==> config.mk <==
export PLATFORM = sky130hd
export DESIGN_NAME = ssd_ctrl_flat
export DESIGN_NICKNAME = d
export VERILOG_FILES = /design/src/rtl/ssd_pkg.sv /design/src/rtl/ssd_if.sv /design/src/rtl/ssd_ctrl.sv /design/src/flat_wrapper.sv
export SDC_FILE = /design/constraint.sdc
export NUM_CORES = 1
export LEC_CHECK = 0
export CAP_MARGIN = 30
export CORE_UTILIZATION = 56
export DETAILED_ROUTE_END_ITERATION = 8
export DONT_BUFFER_PORTS = 1
export HOLD_SLACK_MARGIN = 0.15
export PLACE_DENSITY_LB_ADDON = 0.25
export SLEW_MARGIN = 10
export SYNTH_ARGS = -nofsm -noshare
export SYNTH_HDL_FRONTEND = slang
export SYNTH_SLANG_ARGS = --single-unit
==> constraint.sdc <==
create_clock -name MCLK -period 1.9 [get_ports MCLK]
set_input_delay 0 -clock MCLK [delete_from_list [all_inputs] [get_ports MCLK]]
set_output_delay 0 -clock MCLK [all_outputs]
set_load 0.005 [all_outputs]
==> src/rtl/ssd_pkg.sv <==
package ssd_pkg;
  // Shift chain length
  localparam int STAGES = 8;
  // Reset value of sink outputs, also driven while outputs are off
  localparam logic [7:0] CLEAR_VAL = 8'h00;
  // Link clock limit for guaranteed operation
  localparam int LINK_MAX_KHZ = 10000;
  localparam int MCLK_KHZ = 250000;
  // Half period of generated link clock in MCLK cycles, rounded up
  localparam int LINK_HALF_CYC =
    (MCLK_KHZ + 2 * LINK_MAX_KHZ - 1) / (2 * LINK_MAX_KHZ);
  // Synchroniser length for pin inputs
  localparam int SYNC_LEN = 3;
endpackage

==> src/rtl/ssd_if.sv <==
`timescale 1ns/1ps
`default_nettype none
interface ssd_if;
  logic link_clk;
  logic ser_in;
  logic ser_out;
  logic latch_load;
  logic out_off;
  logic [7:0] sink_drive;
  modport dev (
    input  link_clk,
    input  ser_in,
    input  latch_load,
    input  out_off,
    output ser_out,
    output sink_drive
  );
  modport ctl (
    output link_clk,
    output ser_in,
    output latch_load,
    output out_off,
    input  ser_out,
    input  sink_drive
  );
endinterface
`default_nettype wire

==> src/rtl/ssd_ctrl.sv <==
`timescale 1ns/1ps
`default_nettype none
module ssd_ctrl
  import ssd_pkg::*;
#(
  parameter int N = STAGES
) (
  input  wire logic         MCLK,
  input  wire logic         NRST,
  input  wire logic         SEND,
  input  wire logic [N-1:0] DATA,
  input  wire logic         OUT_OFF,
  input  wire logic         TRANSPARENT,
  output logic              BUSY,
  ssd_if.ctl                LINK
);
  typedef enum logic [1:0] {
    ST_IDLE  = 2'b00,
    ST_SHIFT = 2'b01,
    ST_LOAD  = 2'b10
  } ssd_state_t;

  ssd_state_t   state_reg;
  logic [7:0]   div_reg;
  logic [7:0]   bit_reg;
  logic [N-1:0] data_reg;
  logic         lclk_reg;
  logic         sin_reg;
  logic         load_reg;
  logic         off_reg;
  logic         busy_reg;

  // ==========================================
  // Sequencer
  // ==========================================
  // divider keeps link clock at or below limit; MSB first so bit 8 lands last
  always_ff @(posedge MCLK or negedge NRST) begin
    if (!NRST) begin
      state_reg <= ST_IDLE;
      div_reg   <= 8'h00;
      bit_reg   <= 8'h00;
      data_reg  <= '0;
      lclk_reg  <= 1'b0;
      sin_reg   <= 1'b0;
      load_reg  <= 1'b0;
      busy_reg  <= 1'b0;
    end else begin
      case (state_reg)
        ST_IDLE: begin
          lclk_reg <= 1'b0;
          load_reg <= TRANSPARENT;
          if (SEND) begin
            data_reg  <= DATA;
            // First bit set up a full half period before the first rise
            sin_reg   <= DATA[N-1];
            bit_reg   <= 8'h00;
            div_reg   <= 8'h00;
            busy_reg  <= 1'b1;
            state_reg <= ST_SHIFT;
          end
        end
        ST_SHIFT: begin
          load_reg <= TRANSPARENT;
          if (div_reg == 8'(LINK_HALF_CYC - 1)) begin
            div_reg <= 8'h00;
            lclk_reg <= ~lclk_reg;
            // Data moves on the fall so it is settled at the next rise
            if (lclk_reg) begin
              sin_reg  <= data_reg[N-2];
              data_reg <= {data_reg[N-2:0], 1'b0};
              bit_reg  <= bit_reg + 8'h01;
              if (bit_reg == 8'(N - 1)) begin
                state_reg <= ST_LOAD;
              end
            end
          end else begin
            div_reg <= div_reg + 8'h01;
          end
        end
        ST_LOAD: begin
          // Strobe pulse held one half link period
          load_reg <= 1'b1;
          if (div_reg == 8'(LINK_HALF_CYC - 1)) begin
            div_reg   <= 8'h00;
            busy_reg  <= 1'b0;
            state_reg <= ST_IDLE;
          end else begin
            div_reg <= div_reg + 8'h01;
          end
        end
        default: begin
          state_reg <= ST_IDLE;
        end
      endcase
    end
  end

  // off on OUT_OFF request and while shifting in transparent mode
  always_ff @(posedge MCLK or negedge NRST) begin
    if (!NRST) begin
      off_reg <= 1'b0;
    end else begin
      off_reg <= OUT_OFF || (TRANSPARENT && state_reg == ST_SHIFT);
    end
  end

  assign BUSY            = busy_reg;
  assign LINK.link_clk   = lclk_reg;
  assign LINK.ser_in     = sin_reg;
  assign LINK.latch_load = load_reg;
  assign LINK.out_off    = off_reg;
endmodule
`default_nettype wire

==> src/flat_wrapper.sv <==
// flat-port wrapper written by rule: the top's interface ports become plain ports
module ssd_ctrl_flat import ssd_pkg::*;
#(
  parameter int N = STAGES
)
  (MCLK, NRST, SEND, DATA, OUT_OFF, TRANSPARENT, BUSY, LINK_link_clk, LINK_ser_in, LINK_latch_load, LINK_out_off, LINK_ser_out, LINK_sink_drive);
  ssd_if LINK_i ();
  input  wire logic MCLK;
  input  wire logic NRST;
  input  wire logic SEND;
  input  wire logic [N-1:0] DATA;
  input  wire logic OUT_OFF;
  input  wire logic TRANSPARENT;
  output logic BUSY;
  output wire logic [$bits(LINK_i.link_clk)-1:0] LINK_link_clk;
  output wire logic [$bits(LINK_i.ser_in)-1:0] LINK_ser_in;
  output wire logic [$bits(LINK_i.latch_load)-1:0] LINK_latch_load;
  output wire logic [$bits(LINK_i.out_off)-1:0] LINK_out_off;
  input wire logic [$bits(LINK_i.ser_out)-1:0] LINK_ser_out;
  input wire logic [$bits(LINK_i.sink_drive)-1:0] LINK_sink_drive;
  assign LINK_link_clk = LINK_i.link_clk;
  assign LINK_ser_in = LINK_i.ser_in;
  assign LINK_latch_load = LINK_i.latch_load;
  assign LINK_out_off = LINK_i.out_off;
  assign LINK_i.ser_out = LINK_ser_out;
  assign LINK_i.sink_drive = LINK_sink_drive;
  ssd_ctrl #(.N(N)) u_core (.MCLK(MCLK), .NRST(NRST), .SEND(SEND), .DATA(DATA), .OUT_OFF(OUT_OFF), .TRANSPARENT(TRANSPARENT), .BUSY(BUSY), .LINK(LINK_i));
endmodule
# [Word-level counts from Yosys, hierarchy flattened]
# Cells that the tools add are included.
[classes] add_sub_neg=2 eq_ne=9 muxes=26 bitwise_logic=1 n_reduce_logical=14
[op_table] op="2-to-1 mux 8 bit" n=4
[op_table] op="case mux 8 bit (2 select lines)" n=2
[op_table] op="2-to-1 mux 7 bit" n=3
[op_table] op="adder 8 x 1 -> 8 bit (second input constant)" n=2
[op_table] op="case mux 7 bit (2 select lines)" n=1
[op_table] op="2-to-1 mux 2 bit" n=5
[op_table] op="== test 8 x 3 -> 1 bit (second input constant)" n=1
[op_table] op="== test 8 x 4 -> 1 bit (second input constant)" n=1
[op_table] op="inequality test 2 x 1 -> 1 bit (second input constant)" n=4
[op_table] op="case mux 1 bit (2 select lines)" n=4
[op_table] op="nonzero test 2 bit" n=4
[op_table] op="2-to-1 mux 1 bit" n=6
[op_table] op="case mux 2 bit (3 select lines)" n=1
[op_table] op="AND reduction 5 bit" n=1
[op_table] op="AND reduction 2 bit" n=2
[op_table] op="AND reduction 4 bit" n=1
[op_table] op="OR reduction 2 bit" n=2
[op_table] op="AND reduction 3 bit" n=1
[op_table] op="== test 2 x 1 -> 1 bit (second input constant)" n=1
[op_table] op="== test 2 bit (second input constant)" n=1
[op_table] op="zero test 2 bit" n=1
[op_table] op="inequality test 2 bit (second input constant)" n=1
[op_table] op="logical AND 1 bit" n=1
[op_table] op="logical OR 1 bit" n=1
[op_table] op="NOT 1 bit" n=1
[word_totals] ff_bits=30 inputBits=22 out_inout_bits=5 wordCells=61

# [Longest topological paths before layout]
[depth] word_depth=5 depth_mapped=8 ltp_nobuf=6

# [Least setup slack after synthesis]
# OpenSTA, ideal clock, no wires.
[synth_path] path_type="register to register" from="register u_core.state_reg[0]" to="register u_core.sin_reg, in the netlist u_core.LINK.ser_in" setup_time_ns=0.125 arrival_ns=1.672 path_slack_ns=0.103 stages_incl_launch_ff=9 n_path_buf=2 cell_sequence="dfrtp_1 inv_1 ha_1 buf_2 nand2b_2 o21ai_1 a21o_1 buf_6 mux2_4"
[synth_via] elab_chain_len=3 word_cells_on_any_way=8 cone_classes="eq/ne: 4; mux: 1; reduce/logical: 3"
[synth_lines] item="start, declared" line="ssd_ctrl.sv:23" text="ssd_state_t state_reg;"
[synth_lines] item="start signal, assigned" line="ssd_ctrl.sv:39" text="state_reg <= ST_IDLE;"
[synth_lines] item="start signal, assigned" line="ssd_ctrl.sv:59" text="state_reg <= ST_SHIFT;"
[synth_lines] item="start signal, assigned" line="ssd_ctrl.sv:73" text="state_reg <= ST_LOAD;"
[synth_lines] item="== test 2 x 1 -> 1 bit / zero test 2 bit (equally long branches)" line="ssd_ctrl.sv:48" text="case (state_reg)"
[synth_lines] item="inequality test 2 x 1 -> 1 bit (no line), or another cell as far along"
[synth_lines] item="AND reduction 4 bit (no line)"
[synth_lines] item="end signal, assigned" line="ssd_ctrl.sv:55" text="sin_reg <= DATA[N-1];"
[synth_lines] item="end signal, assigned" line="ssd_ctrl.sv:69" text="sin_reg <= data_reg[N-2];"
[synth_lines] item="end, declared" line="ssd_ctrl.sv:28" text="logic sin_reg;"
# Several ways; a longest one is shown, not always the timed one.
# A chain may end at the register's enable or synchronous reset.

# [Worst setup path in the final report]
[layout_path] from="register u_core.state_reg[1]" to="register u_core.data_reg[2]"
[layout_via] elab_chain_len=3 word_cells_on_any_way=8 cone_classes="eq/ne: 4; mux: 1; reduce/logical: 3"
[layout_lines] item="== test 2 x 1 -> 1 bit / zero test 2 bit (equally long branches)" line="ssd_ctrl.sv:48"
[layout_lines] item="inequality test 2 x 1 -> 1 bit (no line), or another cell as far along"
[layout_lines] item="AND reduction 4 bit (no line)"
[layout_lines] item="end signal, assigned" line="ssd_ctrl.sv:70" text="data_reg <= {data_reg[N-2:0], 1'b0};"
[layout_lines] item="end, declared" line="ssd_ctrl.sv:26" text="logic [N-1:0] data_reg;"
# Several ways; a longest one is shown, not always the timed one.

==> metrics.md <==
| Metric | Value |
|---|---|
| Status | completed |
| Setup tns final | 0 ns |
| Power Dens Cells | 548 nW/um^2 |
| Share of the synthesized area in the top cell type | a little over two fifths |
| Max-slew headroom | between 70% and 80% |
| Pins Over Slew Limit | 0 |
| RSZ-0062 raised after global routing | false |
| Drt drc | 0 |
| Cells along the critical path | inv_1, ha_1, buf_12, mux2_2, mux2_4 |
| Max Root-Sink Buffers | 2 |
| DR vias | ~1400 |
| Post-synthesis adder-cell area fraction | under 10% |
| Syn Nets | ~200 |
| Antenna diode count | 0 |
| Vias/cell | approximately 6 |
| Initial Util | roughly three fifths |
| Worst Tran Pin Value | 0.386 ns |
| Final min period | between 1.5 and 2 ns |
| CTS tree | yes |
| Clock root cell | clkbuf_4 |
| Worst-Skew Late Latency | 0.34 ns |
| Worst-path fanout max | 23 |
| WL final | 3.86 mm |
| Largest family of logic cells by synthesized area | simple AND/OR/NAND/NOR gates |
| Tcrit/Tclk final | 94.5% |
| Initial DRC count | 75 |
| WS Path Type | reg -> reg |
| DP Wirelength | approximately 2.6 mm |
| Final ANT Viol Nets | 0 |
| Post-synthesis cell area | approximately 1800 sq um |
| Layout Cells excl Fill | about 240 |
| Async set or reset register ratio after synthesis | between 90% and 100% |
| CORE AREA | ~3000 sq um |
| P&R area growth vs syn | 22.9% |
| EDFF count, synth | 0 |
| Avg WL per Cell | ~16 microns |
| #FFs+latches synth | 30 |
| Synth Area per Inst | around 11 sq um |
| Cell taking the most area after synthesis | dfrtp_1 |
| HP Class | in -> async |
| Commonest cells post-synth | dfrtp_1, nor2_1, mux2_2, nand2_1 |
| Synth cell types | 44 |
| Worst IR drop on VDD | ~0.45 mV |
| # H-tree levels | 2 |
| Worst path max stage delay | ~0.4 ns |
| Vias in the first global route | around 1500 |
| Mux share of post-synthesis cell area | 15.2% |
| # rows | 20 |
| Ys flop type | dfrtp_1 |
| Crit path DAT | ~2.0 ns |
| CTS Buf Count | 5 |
| Pre-antenna DRT Iters | 4 |
| Simple-Gate Fraction of Synth Area | around 18% |
| Nets | roughly 230 |
| Number of synthesis warnings | 0 |
| Maximum clock frequency | roughly 560 MHz |
| Cells after Synth | 167 |
| First-pass GRT wire length | 6.71 mm |
| Core Util, Final | 71.8% |
| Synth Area in Compound Gates | between 10% and 20% |
| Max-cap viol count | 0 |
| Share of cells above drive strength 1 | about a quarter |
| Placed insts | 220 |
| CP Data Required Time | between 2 and 2.5 ns |
| Critical Path Start Type | register |
| Die Wd | 58.2 microns |
| Most common cell in the synthesized netlist | dfrtp_1 |
| Die area | between 3000 and 4000 sq um |
| Clock transition at path regs | roughly 0.10 ns |
| GRT Residual Overflow | 0 |
| Final hold vios | 0 |
| Leakage | 1.04 nW |
| Synth top area cells | dfrtp_1, mux2_2, mux2_4 |
| Initial antenna violation count | 0 |
| Register area share after synthesis | 42.4% |
| Clock sink count | 30 |
| Largest net degree at the start of global routing | 31 |
| Critical path's slowest cell | dfrtp_1 |
| Xor/xnor share of the synthesized area | around 3% |
| Die height | between 50 and 60 microns |
| All-Layer GR Usage | 26.4% |
| I/O Buffers | 0 |
| Clk_skew | approximately 0.0086 ns |
| Final Setup Violations | 0 |
| Setup crit end kind | register |
| I/O pin total | 27 |
| RePlAce Congestion | between 0.8 and 0.9 |
## path summary, 6_finish.rpt
kind,start,endpoint,slack (ns),cells past startpoint
setup / recovery,u_core.state_reg[1],u_core.data_reg[2],0.10,5
hold / removal,NRST,u_core.bit_reg[1],0.18,3
setup reg to reg,u_core.state_reg[1],u_core.data_reg[2],0.10,5
hold reg to reg,u_core.LINK.latch_load,u_core.LINK.latch_load,0.51,2
max in group asynchronous,NRST,u_core.LINK.ser_in,1.55,3
min in group MCLK,TRANSPARENT,u_core.LINK.out_off,0.32,2
## per-stage QoR
step                hold WS [ns]  power, mW  instance area [sq um]  worst slack, ns
floorplan                 -0.296      0.656                   1770            0.103
global placement          -0.295      0.657                   1910           0.0898
detailed placement        -0.295      0.657                   1910           0.0369
CTS                        0.186       1.20                   2160           0.0233
global route               0.182       1.23                   2170          0.00764
finish                     0.177       1.19                   2170            0.104
## kinds of logic after synthesis
family                     count (synthesis)
AOI/OAI and AO/OA                         30
xor gates and xnor gates                   6
adders and majority gates                  7
buffers and inverters                     15
DFF                                       30
muxes                                     22
and+or+nand+nor                           57
## cell type report
cell class,count,area [sq um]
fillers,224,853
clock inverters,3,40.0
inverters,8,30.0
flip-flops and latches,30,751
multi-input cells,122,958
well taps,44,55.1
clock buffers,5,37.5
repair buffers,31,303
## where the power goes
part / switching [mW] / total, mW / internal, mW
combinational: 0.0200 / 0.0477 / 0.0278
sequential: 0.00118 / 0.641 / 0.640
clock: 0.231 / 0.503 / 0.272
## timing repair
item | in CTS | in global routing
setup buffers | 0 | 0
endpoints found under the hold margin | 46 | 0
endpoints found under the setup margin | 0 | 12
gates resized for setup | 0 | 6
hold buffers | 15 | 0
## critical path, delay by kind of cell, from the launching register on
kind	cells	cell delay (ns)
DFF	1	0.41
muxes	2	0.63
buffers and inverters	2	0.32
adders and majority gates	1	0.32
## routing by layer
| metal | global-route usage (%) | wire length (microns) | vias up |
|---|---|---|---|
| li1 | - | - | 667 |
| met1 | 33.2 | 1630 | 702 |
| met2 | 44.0 | 1990 | 46 |
| met3 | 7.37 | 192 | 6 |
| met4 | 8.50 | 47 | 0 |
| met5 | 0 | 0 | - |
## placed cells by master (no fill, tap or decap), types with 2 or more instances in the layout
master and count:
nand3_1 8, a221o_1 2, dlygate4sd3_1 13, o21ai_0 6
clkbuf_4 5, clkinv_2 2, mux2_4 7, mux2i_1 3
o22ai_1 3, buf_12 3, nor3_1 2, nor2_1 16
nand4_1 4, and2_1 2, dfrtp_1 30, a21oi_1 4
inv_1 7, ha_2 2, ha_1 5, xor2_1 3
and3_1 3, mux2_2 11, xnor2_1 3, buf_4 15
a22o_1 4, nand2_1 11
Power figures use the tool's default switching activity.
